--- src/hdl/clk_pm_pkg.sv ---
// Constants, field layout and state encoding for the clock select and
// power mode controller. Assumes an 8-bit special function register bus.
package clk_pm_pkg;

  localparam logic [7:0] ADDR_POWER_CONTROL = 8'h87;
  localparam logic [7:0] ADDR_SYSTEM_CLOCK_SELECT = 8'h8F;
  localparam logic [7:0] ADDR_WAKE_SOURCE_MASK = 8'h9F;
  localparam logic [7:0] ADDR_UNLOCK = 8'hC9;

  localparam logic [7:0] SYSTEM_CLOCK_SELECT_RST = 8'h0C;
  localparam logic [7:0] WAKE_SOURCE_MASK_RST = 8'hFF;

  localparam int DIV_MSB = 7;
  localparam int DIV_LSB = 4;
  localparam int DLY_MSB = 3;
  localparam int DLY_LSB = 2;
  localparam int SRC_MSB = 1;
  localparam int SRC_LSB = 0;

  localparam int POWER_CONTROL_IDLE = 0;
  localparam int POWER_CONTROL_STOP = 1;
  localparam int POWER_CONTROL_SLEEP = 2;

  localparam logic [1:0] SRC_SLOW = 2'h1;
  localparam logic [1:0] SRC_EXT = 2'h3;

  localparam logic [7:0] UNLOCK_KEY1 = 8'hAA;
  localparam logic [7:0] UNLOCK_KEY2 = 8'h55;
  localparam logic [7:0] UNLOCK_CLOSE = 8'h00;
  localparam logic [8:0] UNLOCK_TICKS = 9'h100;
  localparam logic [8:0] CNT_ONE = 9'h001;
  localparam logic [8:0] CNT_ZERO = 9'h000;

  localparam int WAKE_SRCS = 8;

  typedef enum logic [2:0] {
    PM_RUN = 3'h0,
    PM_IDLE = 3'h1,
    PM_STOP = 3'h3,
    PM_SLEEP = 3'h2,
    PM_SETTLE = 3'h6
  } pm_state_e;

  // Fast oscillator cycles per system clock tick
  function automatic logic [8:0] prescale_ratio(input logic [3:0] code);
    logic [8:0] r;
    r = 9'h100;
    case (code)
      4'h0: r = 9'h001;
      4'h1, 4'h2, 4'h3, 4'h4, 4'h5, 4'h6, 4'h7, 4'h8:
        r = {4'h0, code, 1'b0};
      4'h9: r = 9'h020;
      4'hA: r = 9'h040;
      4'hB: r = 9'h080;
      default: r = 9'h100;
    endcase
    return r;
  endfunction : prescale_ratio

  // Regulator settling delay in slow oscillator cycles
  function automatic logic [8:0] settle_cycles(input logic [1:0] code);
    logic [8:0] r;
    r = 9'h100;
    case (code)
      2'h0: r = 9'h008;
      2'h1: r = 9'h010;
      2'h2: r = 9'h040;
      default: r = 9'h100;
    endcase
    return r;
  endfunction : settle_cycles

endpackage : clk_pm_pkg

--- src/hdl/wake_if.sv ---
// Wake request bundle between the power controller and its edge detector.
// Assumes both ends run on the same clock.
`timescale 1ns/1ps
interface wake_if #(parameter int N = 8);
  logic [N-1:0] src_raw;
  logic [N-1:0] mask;
  logic wake;
  modport det (input src_raw, input mask, output wake);
  modport ctl (output src_raw, output mask, input wake);
endinterface : wake_if

--- src/hdl/system_clock_select_power_modes.sv ---
// System clock source select, prescaler, timed unlock window and the
// IDLE / STOP / SLEEP power modes. Assumes clk is the fast oscillator;
// slow and external clocks and wake pins arrive asynchronously; irq_req
// is the already enabled interrupt request from the same clock domain.
`timescale 1ns/1ps
module system_clock_select_power_modes (
  input wire logic clk,
  input wire logic rst,
  input wire logic [7:0] sfr_addr,
  input wire logic [7:0] sfr_wdata,
  input wire logic sfr_we,
  input wire logic sfr_re,
  output logic [7:0] sfr_rdata,
  input wire logic slow_32k_oscillator,
  input wire logic external_clock_input,
  input wire logic [7:0] wake_src,
  input wire logic irq_req,
  output logic system_clock,
  output logic cpu_clk_en,
  output logic periph_clk_en,
  output logic fast_osc_en,
  output logic main_reg_en,
  output logic cpu_resume,
  output logic unlock_open
);

  clk_pm_pkg::pm_state_e state_q;
  clk_pm_pkg::pm_state_e state_d;

  logic [1:0] osc_s1_q;
  logic [1:0] osc_s2_q;
  logic [1:0] osc_s3_q;
  logic [3:0] prescale_q;
  logic [1:0] settle_sel_q;
  logic [1:0] source_q;
  logic [1:0] active_src_q;
  logic [7:0] wake_source_mask_q;
  logic [2:0] req_q;
  logic [2:0] req_d;
  logic key1_q;
  logic [8:0] win_cnt_q;
  logic [8:0] win_cnt_d;
  logic [8:0] settle_cnt_q;
  logic [8:0] settle_cnt_d;
  logic unlock_open_q;
  logic sys_tick_q;
  logic cpu_clk_en_q;
  logic periph_clk_en_q;
  logic fast_osc_en_q;
  logic main_reg_en_q;
  logic cpu_resume_q;
  logic [7:0] sfr_rdata_q;

  wire slow_edge = osc_s2_q[0] & ~osc_s3_q[0];
  wire ext_edge = osc_s2_q[1] & ~osc_s3_q[1];
  wire fast_tick;
  wire wake_any;

  // Register decode
  wire wr_system_clock_select = sfr_we && (sfr_addr == clk_pm_pkg::ADDR_SYSTEM_CLOCK_SELECT);
  wire wr_wake_source_mask = sfr_we && (sfr_addr == clk_pm_pkg::ADDR_WAKE_SOURCE_MASK);
  wire wr_power_control = sfr_we && (sfr_addr == clk_pm_pkg::ADDR_POWER_CONTROL);
  wire wr_unlock = sfr_we && (sfr_addr == clk_pm_pkg::ADDR_UNLOCK);
  wire system_clock_select_ok = wr_system_clock_select && unlock_open_q;
  wire wake_source_mask_ok = wr_wake_source_mask && unlock_open_q;
  wire key1_hit = (sfr_wdata == clk_pm_pkg::UNLOCK_KEY1);
  wire key2_hit = (sfr_wdata == clk_pm_pkg::UNLOCK_KEY2) && key1_q;
  wire close_hit = (sfr_wdata == clk_pm_pkg::UNLOCK_CLOSE);

  // Source selection; 00 and 10 both mean divided fast oscillator
  wire src_tick = (active_src_q == clk_pm_pkg::SRC_SLOW) ? slow_edge :
                  (active_src_q == clk_pm_pkg::SRC_EXT) ? ext_edge :
                  fast_tick;
  wire tree_on = (state_q == clk_pm_pkg::PM_RUN) ||
                 (state_q == clk_pm_pkg::PM_IDLE);
  wire sys_tick = src_tick && tree_on;

  // Power mode events
  wire enter_stop = (state_q == clk_pm_pkg::PM_RUN) &&
                    req_q[clk_pm_pkg::POWER_CONTROL_STOP] && src_tick;
  wire enter_sleep = enter_stop && req_q[clk_pm_pkg::POWER_CONTROL_SLEEP];
  wire enter_idle = (state_q == clk_pm_pkg::PM_RUN) &&
                    !req_q[clk_pm_pkg::POWER_CONTROL_STOP] &&
                    req_q[clk_pm_pkg::POWER_CONTROL_IDLE];
  wire idle_exit = (state_q == clk_pm_pkg::PM_IDLE) && irq_req;
  wire stop_exit = (state_q == clk_pm_pkg::PM_STOP) && wake_any;
  wire sleep_wake = (state_q == clk_pm_pkg::PM_SLEEP) && wake_any;
  wire settle_done = (state_q == clk_pm_pkg::PM_SETTLE) && slow_edge &&
                     (settle_cnt_q == clk_pm_pkg::CNT_ONE);
  wire [2:0] hw_clr = {settle_done,
                       stop_exit || settle_done,
                       idle_exit};
  wire [2:0] sw_set = wr_power_control ?
    sfr_wdata[clk_pm_pkg::POWER_CONTROL_SLEEP:clk_pm_pkg::POWER_CONTROL_IDLE] : 3'h0;

  wire [7:0] rd_system_clock_select = {prescale_q, 2'h0, source_q};
  wire [7:0] rd_unlock = {7'h00, unlock_open_q};
  wire [7:0] rd_val =
    (sfr_addr == clk_pm_pkg::ADDR_SYSTEM_CLOCK_SELECT) ? rd_system_clock_select :
    (sfr_addr == clk_pm_pkg::ADDR_WAKE_SOURCE_MASK) ? wake_source_mask_q :
    (sfr_addr == clk_pm_pkg::ADDR_UNLOCK) ? rd_unlock : 8'h00;

  wake_if #(.N(clk_pm_pkg::WAKE_SRCS)) wk ();
  assign wk.src_raw = wake_src;
  assign wk.mask = wake_source_mask_q;
  assign wake_any = wk.wake;

  wake_edge_detect #(.N(clk_pm_pkg::WAKE_SRCS)) u_wake (
    .clk(clk),
    .rst(rst),
    .port(wk.det)
  );

  fast_osc_prescale u_prescale (
    .clk(clk),
    .rst(rst),
    .en(fast_osc_en_q),
    .code(prescale_q),
    .tick(fast_tick)
  );

  always_comb
  begin
    state_d = state_q;
    case (state_q)
      clk_pm_pkg::PM_RUN:
      begin
        if (enter_sleep)
          state_d = clk_pm_pkg::PM_SLEEP;
        else if (enter_stop)
          state_d = clk_pm_pkg::PM_STOP;
        else if (enter_idle)
          state_d = clk_pm_pkg::PM_IDLE;
      end
      clk_pm_pkg::PM_IDLE:
        if (idle_exit)
          state_d = clk_pm_pkg::PM_RUN;
      clk_pm_pkg::PM_STOP:
        if (stop_exit)
          state_d = clk_pm_pkg::PM_RUN;
      clk_pm_pkg::PM_SLEEP:
        if (sleep_wake)
          state_d = clk_pm_pkg::PM_SETTLE;
      clk_pm_pkg::PM_SETTLE:
        if (settle_done)
          state_d = clk_pm_pkg::PM_RUN;
      default:
        state_d = clk_pm_pkg::PM_RUN;
    endcase
  end

  // Set wins over a hardware clear in the same cycle
  assign req_d = (req_q & ~hw_clr) | sw_set;

  assign settle_cnt_d =
    sleep_wake ? clk_pm_pkg::settle_cycles(settle_sel_q) :
    ((state_q == clk_pm_pkg::PM_SETTLE) && slow_edge) ?
      settle_cnt_q - clk_pm_pkg::CNT_ONE : settle_cnt_q;

  assign win_cnt_d =
    (wr_unlock && key2_hit) ? clk_pm_pkg::UNLOCK_TICKS :
    (wr_unlock && close_hit) ? clk_pm_pkg::CNT_ZERO :
    (sys_tick && win_cnt_q != clk_pm_pkg::CNT_ZERO) ?
      win_cnt_q - clk_pm_pkg::CNT_ONE : win_cnt_q;

  always_ff @(posedge clk)
  begin
    osc_s1_q <= {external_clock_input, slow_32k_oscillator};
    osc_s2_q <= osc_s1_q;
    osc_s3_q <= osc_s2_q;
  end

  always_ff @(posedge clk)
  begin
    if (rst)
    begin
      prescale_q <=
        clk_pm_pkg::SYSTEM_CLOCK_SELECT_RST[clk_pm_pkg::DIV_MSB:clk_pm_pkg::DIV_LSB];
      settle_sel_q <=
        clk_pm_pkg::SYSTEM_CLOCK_SELECT_RST[clk_pm_pkg::DLY_MSB:clk_pm_pkg::DLY_LSB];
      source_q <=
        clk_pm_pkg::SYSTEM_CLOCK_SELECT_RST[clk_pm_pkg::SRC_MSB:clk_pm_pkg::SRC_LSB];
      wake_source_mask_q <= clk_pm_pkg::WAKE_SOURCE_MASK_RST;
    end
    else
    begin
      if (system_clock_select_ok)
      begin
        prescale_q <= sfr_wdata[clk_pm_pkg::DIV_MSB:clk_pm_pkg::DIV_LSB];
        settle_sel_q <=
          sfr_wdata[clk_pm_pkg::DLY_MSB:clk_pm_pkg::DLY_LSB];
        source_q <= sfr_wdata[clk_pm_pkg::SRC_MSB:clk_pm_pkg::SRC_LSB];
      end
      if (wake_source_mask_ok)
        wake_source_mask_q <= sfr_wdata;
    end
  end

  always_ff @(posedge clk)
  begin
    if (rst)
    begin
      key1_q <= 1'b0;
      win_cnt_q <= clk_pm_pkg::CNT_ZERO;
      unlock_open_q <= 1'b0;
      req_q <= 3'h0;
    end
    else
    begin
      key1_q <= wr_unlock ? key1_hit : key1_q;
      win_cnt_q <= win_cnt_d;
      unlock_open_q <= (win_cnt_d != clk_pm_pkg::CNT_ZERO);
      req_q <= req_d;
    end
  end

  // Reset goes through the regulator delay like a sleep wake
  always_ff @(posedge clk)
  begin
    if (rst)
    begin
      state_q <= clk_pm_pkg::PM_SETTLE;
      settle_cnt_q <= clk_pm_pkg::settle_cycles(
        clk_pm_pkg::SYSTEM_CLOCK_SELECT_RST[clk_pm_pkg::DLY_MSB:clk_pm_pkg::DLY_LSB]);
      active_src_q <=
        clk_pm_pkg::SYSTEM_CLOCK_SELECT_RST[clk_pm_pkg::SRC_MSB:clk_pm_pkg::SRC_LSB];
    end
    else
    begin
      state_q <= state_d;
      settle_cnt_q <= settle_cnt_d;
      if (src_tick || !tree_on)
        active_src_q <= source_q;
    end
  end

  always_ff @(posedge clk)
  begin
    if (rst)
    begin
      sys_tick_q <= 1'b0;
      cpu_clk_en_q <= 1'b0;
      periph_clk_en_q <= 1'b0;
      fast_osc_en_q <= 1'b0;
      main_reg_en_q <= 1'b1;
      cpu_resume_q <= 1'b0;
      sfr_rdata_q <= 8'h00;
    end
    else
    begin
      sys_tick_q <= sys_tick;
      cpu_clk_en_q <= (state_d == clk_pm_pkg::PM_RUN);
      periph_clk_en_q <= (state_d == clk_pm_pkg::PM_RUN) ||
                         (state_d == clk_pm_pkg::PM_IDLE);
      fast_osc_en_q <= (state_d == clk_pm_pkg::PM_RUN) ||
                       (state_d == clk_pm_pkg::PM_IDLE);
      main_reg_en_q <= (state_d != clk_pm_pkg::PM_SLEEP);
      cpu_resume_q <= idle_exit || stop_exit ||
                      (settle_done && req_q[clk_pm_pkg::POWER_CONTROL_STOP]);
      if (sfr_re)
        sfr_rdata_q <= rd_val;
    end
  end

  assign sfr_rdata = sfr_rdata_q;
  assign system_clock = sys_tick_q;
  assign cpu_clk_en = cpu_clk_en_q;
  assign periph_clk_en = periph_clk_en_q;
  assign fast_osc_en = fast_osc_en_q;
  assign main_reg_en = main_reg_en_q;
  assign cpu_resume = cpu_resume_q;
  assign unlock_open = unlock_open_q;
endmodule : system_clock_select_power_modes

--- src/hdl/wake_edge_detect.sv ---
// Synchronises asynchronous wake sources and flags masked rising edges.
// Assumes sources are active high and may be fully asynchronous.
`timescale 1ns/1ps
module wake_edge_detect #(
  parameter int N = 8
) (
  input wire logic clk,
  input wire logic rst,
  wake_if.det port
);

  logic [N-1:0] s1_q;
  logic [N-1:0] s2_q;
  logic [N-1:0] s3_q;
  logic [N-1:0] hit;
  logic armed;

  genvar i;
  for (i = 0; i < N; i++)
  begin : g_src
    always_ff @(posedge clk)
    begin
      if (rst)
      begin
        s1_q[i] <= 1'b0;
        s2_q[i] <= 1'b0;
        s3_q[i] <= 1'b0;
      end
      else
      begin
        s1_q[i] <= port.src_raw[i];
        s2_q[i] <= s1_q[i];
        s3_q[i] <= s2_q[i];
      end
    end
    // Edge only, even for level-configured interrupts
    assign hit[i] = s2_q[i] & ~s3_q[i] & port.mask[i];
  end

  assign port.wake = |hit;
  // Some enabled source sat low, so a later rise is a real edge
  assign armed = |(~s2_q & port.mask);
endmodule : wake_edge_detect

--- src/hdl/fast_osc_prescale.sv ---
// Divides the fast internal oscillator into system clock ticks.
// Assumes clk is the fast oscillator; en low means the oscillator is off.
`timescale 1ns/1ps
module fast_osc_prescale (
  input wire logic clk,
  input wire logic rst,
  input wire logic en,
  input wire logic [3:0] code,
  output logic tick
);

  logic [3:0] code_q;
  logic [8:0] cnt_q;
  logic [8:0] last;
  logic wrap;

  assign last = clk_pm_pkg::prescale_ratio(code_q) - clk_pm_pkg::CNT_ONE;
  assign wrap = (cnt_q == last);
  assign tick = en & wrap;

  // New ratio taken only on a tick boundary or while en is low, so no short period
  always_ff @(posedge clk)
  begin
    if (rst)
    begin
      code_q <=
        clk_pm_pkg::SYSTEM_CLOCK_SELECT_RST[clk_pm_pkg::DIV_MSB:clk_pm_pkg::DIV_LSB];
      cnt_q <= clk_pm_pkg::CNT_ZERO;
    end
    else if (!en || wrap)
    begin
      code_q <= code;
      cnt_q <= clk_pm_pkg::CNT_ZERO;
    end
    else
    begin
      cnt_q <= cnt_q + clk_pm_pkg::CNT_ONE;
    end
  end
endmodule : fast_osc_prescale

--- config.mk ---
export PLATFORM = sky130hd
export DESIGN_NAME = system_clock_select_power_modes
export DESIGN_NICKNAME = d
export VERILOG_FILES = /design/src/hdl/clk_pm_pkg.sv /design/src/hdl/wake_if.sv /design/src/hdl/system_clock_select_power_modes.sv /design/src/hdl/wake_edge_detect.sv /design/src/hdl/fast_osc_prescale.sv
export SDC_FILE = /design/constraint.sdc
export NUM_CORES = 1
export LEC_CHECK = 0
export ABC_AREA = 0
export BUFFER_PORTS_ARGS = -buffer_cell sky130_fd_sc_hd__buf_2
export CAP_MARGIN = 5
export CORE_MARGIN = 2
export CORE_UTILIZATION = 65
export CTS_BUF_LIST = sky130_fd_sc_hd__clkbuf_8
export DETAILED_ROUTE_END_ITERATION = 8
export PLACE_DENSITY_LB_ADDON = 0.15
export REMOVE_ABC_BUFFERS = 1
export SLEW_MARGIN = 20
export SYNTH_ARGS = -nofsm -noshare
export SYNTH_HDL_FRONTEND = slang
export SYNTH_SLANG_ARGS = --single-unit
export TNS_END_PERCENT = 20
--- constraint.sdc ---
create_clock -name clk -period 8.7 [get_ports clk]
set_input_delay 0.87 -clock clk [delete_from_list [all_inputs] [get_ports clk]]
set_output_delay 0.87 -clock clk [all_outputs]
set_load 0.02 [all_outputs]
==> results.sh, run 1 <==
export IMPL_outcome="finished clean"
export IMPL_synth_cell_type_count=66
export IMPL_clk_pin_slew_worst_paths_ps=100
export IMPL_routed_wl_microns=8593
export IMPL_r2r_end="unlock_open"
export IMPL_min_to="osc_s2_q[0]"
export IMPL_drc=0
export IMPL_wl_per_cell_microns=14.35
export IMPL_firstDrtPassIters=5
export IMPL_gp_congestion=0.8539
export IMPL_leakagePower_nw=1.949
export IMPL_min_delay_start="osc_s1_q[0]"
export IMPL_cts_hold_buf=0
export IMPL_hold_violations=0
export IMPL_multi_input_area_sq_um=2275
export IMPL_drtIter0Drc=145
export IMPL_whs_ps=336.6
export IMPL_critical_path_required_ps=8950
export IMPL_cts_max_level=3
export IMPL_grt_pass1_wl_microns=14190
export IMPL_dieArea_sq_um=7559
export IMPL_grt_overflow=0
export IMPL_cts_buffers=9
export IMPL_synth_top_cells_by_count="dfxtp_1, nor2_1, nor2b_1, nand2_1, xor2_1"
export IMPL_grt_max_degree=69
export IMPL_via_per_inst=5.778
export IMPL_fill_cells=507
export IMPL_path_class="reg2reg"
export IMPL_yosysMostFrequentCell="dfxtp_1"
export IMPL_clock_latency_ps=360
export IMPL_cts_setup_buffers=0
export IMPL_max_clock_freq_ghz=0.2946
export IMPL_synth_edff_count=0
export IMPL_power_density_nw_per_um2=166.0
export IMPL_final_cell_count_no_fill=599
export IMPL_period_share_pct=39.02
export IMPL_start_util_pct=66.55
export IMPL_ant_nets=0
export IMPL_diodes=0
export IMPL_hold_depth=0
export IMPL_cp_end_kind="register"
export IMPL_postSynthAreaPerCell_sq_um=9.258
export IMPL_top_level_ports=46
export IMPL_dp_hpwl_microns=6020
export IMPL_via_count=3461
export IMPL_async_reset_ff_share_pct=0
export IMPL_maxSlewHeadroom_pct=45.59
export IMPL_reg2reg_depth=12
export IMPL_rrSetupSlack_ps=5310
export IMPL_seqCellArea_sq_um=2002
export IMPL_cts_resized=0
export IMPL_fin_skew_ps=7.708
export IMPL_grt_pass1_vias=3141
export IMPL_rr_startpoint="u_prescale.code_q[2]"
export IMPL_worst_slew_pin_slew_ps=808.7
export IMPL_die_x_microns=86.95
export IMPL_fp_dieH_microns=86.95
export IMPL_nets=550
export IMPL_core_area_sq_um=6719
export IMPL_clkSinkCount=100
export IMPL_cts_tree="yes"
export IMPL_drive_gt1_share_pct=16.18
export IMPL_maxSlewViolCount=0
export IMPL_io_buffers=45
export IMPL_seq_area_frac_synth_pct=44.77
export IMPL_netlist_area_sq_um=4472
export IMPL_cap_violations=0
export IMPL_synth_top_area_cell="dfxtp_1"
export IMPL_gr_usage_all_layers_pct=23.60
export IMPL_critPathLaunchType="register"
export IMPL_dp_cells=583
export IMPL_area_growth_pct=8.674
export IMPL_crit_arrival_ps=3640
export IMPL_finalSetupViolations=0
export IMPL_yosys_area_top_type_share_pct=44.77
export IMPL_cts_max_path_buffers=2
export IMPL_hold_class="reg2reg"
export IMPL_vdd_drop_max_uv=125.4
export IMPL_synth_cells=483
export IMPL_fin_setup_tns_ps=0
export IMPL_ys_warn_count=0
export IMPL_antenna_found_initial=0
export IMPL_rsz0062_at_grt="false"
export IMPL_crit_fanout=16
export IMPL_root_buffer="clkbuf_8"
export IMPL_synthTopCellsByArea="dfxtp_1, nor2_1, nor2b_1"
export IMPL_num_rows=30
export IMPL_ys_ff_latch=100
export IMPL_min_period_ps=3395
export IMPL_crit_path_start="u_prescale.code_q[2]"
export IMPL_synth_ff_type="dfxtp_1"
==> cells by family (layout without fill, tap and decap cells) <==
family	Yosys count	count (layout)	synth area share (%)
compound gates	75	75	12.45
xor+xnor	25	25	4.896
fa+ha+maj	5	5	1.399
buf+inv	42	78	4.505
flops	100	100	44.77
mux	19	19	4.421
simple gates	217	217	27.56
==> how the worst max path moves through the flow <==
stage	end	cells past startpoint
6_report	unlock_open	12
5_1_grt	unlock_open	12
4_1_cts	unlock_open	12
3_5_place_dp	unlock_open	12
3_3_place_gp	unlock_open	12
2_1_floorplan	unlock_open	12
==> worst max-delay path, cell delays in order, from the launching register on <==
cell	delay, ps
dfxtp_1	660
nor2_1	110
nand2_1	100
ha_1	410
nor4b_1	380
a31oi_1	100
xnor2_1	180
nor4_2	340
a21boi_2	160
nor2_4	310
a41oi_1	160
o41ai_1	270
nand3_1	110
==> stage by stage <==
stage	utilization, %	setup slack [ps]	instance area (sq um)	total power [mW]
after detailed placement	69.40	5396	4663	0.5346
final	72.33	5305	4860	0.8069
after global routing	72.33	4986	4860	0.8407
after floorplan	-	5813	4330	0.5123
after global placement	69.40	5559	4663	0.5330
after CTS	72.23	5352	4853	0.8139
==> layout make-up <==
| type | instances | share of cell area (%) |
|---|---|---|
| tap | 80 | 2.060 |
| multi-input combinational | 341 | 46.81 |
| clock buffer | 9 | 2.549 |
| inverter | 16 | 1.236 |
| clock inverter | 7 | 1.365 |
| timing repair buffer | 46 | 4.789 |
| sequential | 100 | 41.19 |
==> registers in the layout, indices dropped and copies added, names as in the netlist, 3 cells and up <==
name	flops
prescale_q	4
req_q	3
settle_cnt_q	9
sfr_rdata	8
state_q	3
u_prescale.cnt_q	9
u_prescale.code_q	4
u_wake.s1_q	8
u_wake.s2_q	8
u_wake.s3_q	8
wake_source_mask_q	8
win_cnt_q	9
==> report_power, final <==
part | internal (mW) | total (mW) | switching (mW)
Sequential | 0.468 | 0.474 | 0.00564
Clock | 0.111 | 0.283 | 0.171
Combinational | 0.0227 | 0.0502 | 0.0275
Total | 0.602 | 0.807 | 0.204
==> metal layers <==
metal	global-route usage (%)	vias to the layer above	wire, microns
met3	6.351	13	358
met4	7.528	0	138
met1	29.16	1624	3779
li1	-	1746	-
met5	0	-	0
met2	39.97	78	4317
==> layout by cell type (no fill, tap or decap), types with 4 or more instances in the layout <==
| cell | instances |
|---|---|
| dfxtp_1 | 100 |
| nor2_1 | 62 |
| buf_2 | 45 |
| nor2b_1 | 37 |
| nand2_1 | 20 |
| xor2_1 | 18 |
| inv_1 | 16 |
| a21oi_1 | 16 |
| nand3_1 | 15 |
| nand2b_1 | 14 |
| mux2i_1 | 13 |
| nor3_1 | 11 |
| a211o_1 | 10 |
| o21ai_0 | 9 |
| nand3b_1 | 9 |
| clkbuf_8 | 9 |
| a31oi_1 | 8 |
| nand4_1 | 7 |
| xnor2_1 | 7 |
| mux2_2 | 6 |
| nand4b_1 | 5 |
| ha_1 | 5 |
| nor4_1 | 4 |
| a211oi_1 | 4 |
| and3_1 | 4 |
Note: power is estimated with default switching activity, not from simulation.
==> run 2: changes to the inputs <==
- CORE_UTILIZATION: 65 -> 55
- clock period: 8.7 -> 2.81 ns (I/O delays scaled with it)
==> results.sh, run 2 (synthesis results as in run 1) <==
export IMPL_outcome="finished clean"
export IMPL_wl_per_cell_microns=14.24
export IMPL_io_buffers=45
export IMPL_period_share_pct=96.97
export IMPL_clk_pin_slew_worst_paths_ps=110
export IMPL_cts_max_path_buffers=2
export IMPL_power_density_nw_per_um2=494.6
export IMPL_diodes=0
export IMPL_grt_pass1_wl_microns=14260
export IMPL_worst_slew_pin_slew_ps=815.4
export IMPL_max_clock_freq_ghz=0.3670
export IMPL_area_growth_pct=15.05
export IMPL_cts_tree="yes"
export IMPL_critPathLaunchType="register"
export IMPL_grt_max_degree=41
export IMPL_nets=568
export IMPL_min_to="u_wake.s1_q[6]"
export IMPL_grt_overflow=0
export IMPL_switching_share_pct=26.02
export IMPL_core_area_sq_um=7807
export IMPL_clkSinkCount=100
export IMPL_min_period_ps=2725
export IMPL_r2r_end="unlock_open"
export IMPL_vdd_drop_max_uv=450.6
export IMPL_gr_usage_all_layers_pct=20.38
export IMPL_final_cell_count_no_fill=639
export IMPL_fin_setup_tns_ps=0
export IMPL_hold_depth=2
export IMPL_firstDrtPassIters=4
export IMPL_clkPwrFrac_pct=36.0
export IMPL_leakagePower_nw=2.084
export IMPL_grt_pass1_vias=3113
export IMPL_top_level_ports=46
export IMPL_reg2reg_depth=14
export IMPL_die_x_microns=94.17
export IMPL_crit_fanout=6
export IMPL_clock_latency_ps=380
export IMPL_top_regs="settle_cnt_q x9, u_prescale.cnt_q x9, win_cnt_q x9"
export IMPL_path_class="reg2reg"
export IMPL_via_per_inst=5.556
export IMPL_rrSetupSlack_ps=90
export IMPL_cts_max_level=3
export IMPL_num_rows=32
export IMPL_drc=0
export IMPL_maxSlewHeadroom_pct=44.90
export IMPL_drtIter0Drc=135
export IMPL_dp_cells=615
export IMPL_hold_class="in2reg"
export IMPL_ant_nets=0
export IMPL_fin_skew_ps=8.403
export IMPL_final_common_cell="dfxtp_1"
export IMPL_switchingPower_uw=662.1
export IMPL_intPower_mw=1.883
export IMPL_p_seq_share_pct=57.7
export IMPL_finalSetupViolations=0
export IMPL_routed_wl_microns=9099
export IMPL_whs_ps=101.3
export IMPL_hold_violations=0
export IMPL_cap_violations=0
export IMPL_crit_arrival_ps=2990
export IMPL_final_cell_mix="dfxtp_1, nor2_1, buf_2"
export IMPL_drive_gt1_share_pct=21.04
export IMPL_dieArea_sq_um=8868
export IMPL_power_frac_comb_pct=6.3
export IMPL_cp_end_kind="register"
export IMPL_min_delay_start="wake_src[6]"
export IMPL_fp_dieH_microns=94.17
export IMPL_maxSlewViolCount=0
export IMPL_gp_congestion=0.9032
export IMPL_cts_buffers=9
export IMPL_dp_hpwl_microns=6389
export IMPL_via_count=3550
export IMPL_rr_startpoint="u_prescale.code_q[0]"
export IMPL_start_util_pct=57.28
export IMPL_antenna_found_initial=0
export IMPL_root_buffer="clkbuf_8"
export IMPL_critical_path_required_ps=3080
[run 2: cell count changes in the layout (fill, tap and decap cells not counted), sizes merged]
cell | before | now
buf | 46 | 62
inv | 20 | 22
clkinvlp | 2 | 0
dlygate4sd3 | 0 | 2
[run 2: critical path: stages (launching register included)]
cell      delay, ps
dfxtp_2         360
nor2_2          120
nand2_2          80
ha_4            190
buf_4           150
and4bb_2        210
a31oi_1         140
o32a_1          240
nor4_4           80
a21boi_2        270
buf_4           160
o31a_1          140
a41oi_2          40
o41ai_2         320
nand3_1         120
[run 2: how the worst max path moves through the flow]
stage | cells past startpoint | to | start
2_1_floorplan | 12 | unlock_open | u_prescale.code_q[3]
3_3_place_gp | 13 | unlock_open | u_prescale.code_q[0]
3_5_place_dp | 13 | unlock_open | u_prescale.code_q[0]
4_1_cts | 14 | unlock_open | u_prescale.code_q[0]
5_1_grt | 14 | unlock_open | u_prescale.code_q[0]
6_report | 14 | unlock_open | u_prescale.code_q[0]
[run 2: area by class of cell]
class                           instances  area, sq um
Fill cell                             670         2663
Tap cell                              102        127.6
Multi-Input combinational cell        341         2364
Sequential cell                       100         2004
Inverter                               16        60.06
Clock inverter                          7        76.32
Clock buffer                            9        123.9
Timing Repair Buffer                   64        389.1
[run 2: power groups by stage]
stage          registers (mW)  clock network (mW)  logic (mW)
3_5_place_dp             1.50                   0       0.158
6_report                 1.47               0.917       0.161
5_1_grt                  1.47                1.00       0.178
4_1_cts                  1.47               0.943       0.161
2_1_floorplan            1.50                   0      0.0888
3_3_place_gp             1.50                   0       0.155
[run 2: metal layers]
layer	global-route usage [%]	vias up	part of all wire, %
met5	0	-	0
met4	7.126	0	1.6
met2	34.58	58	50
li1	-	1776	-
met3	4.896	16	3.1
met1	25.21	1700	45
[run 2: what timing repair did]
item	CTS	global route
endpoints found under the setup margin	2	8
buffers inserted	0	6
resized for setup	2	18
hold endpoints to repair	2	0
hold buffers	2	0
pin swaps	0	9
[run 2: through the flow]
stage	util, %	worst slack, ps	cell area [sq um]	total power, mW
floorplan	-	-77.38	4330	1.586
global placement	61.20	119.6	4778	1.654
detailed placement	61.20	-36.07	4778	1.658
CTS	64.13	39.98	5007	2.572
global route	65.90	-36.22	5145	2.651
finish	65.90	85.15	5145	2.545
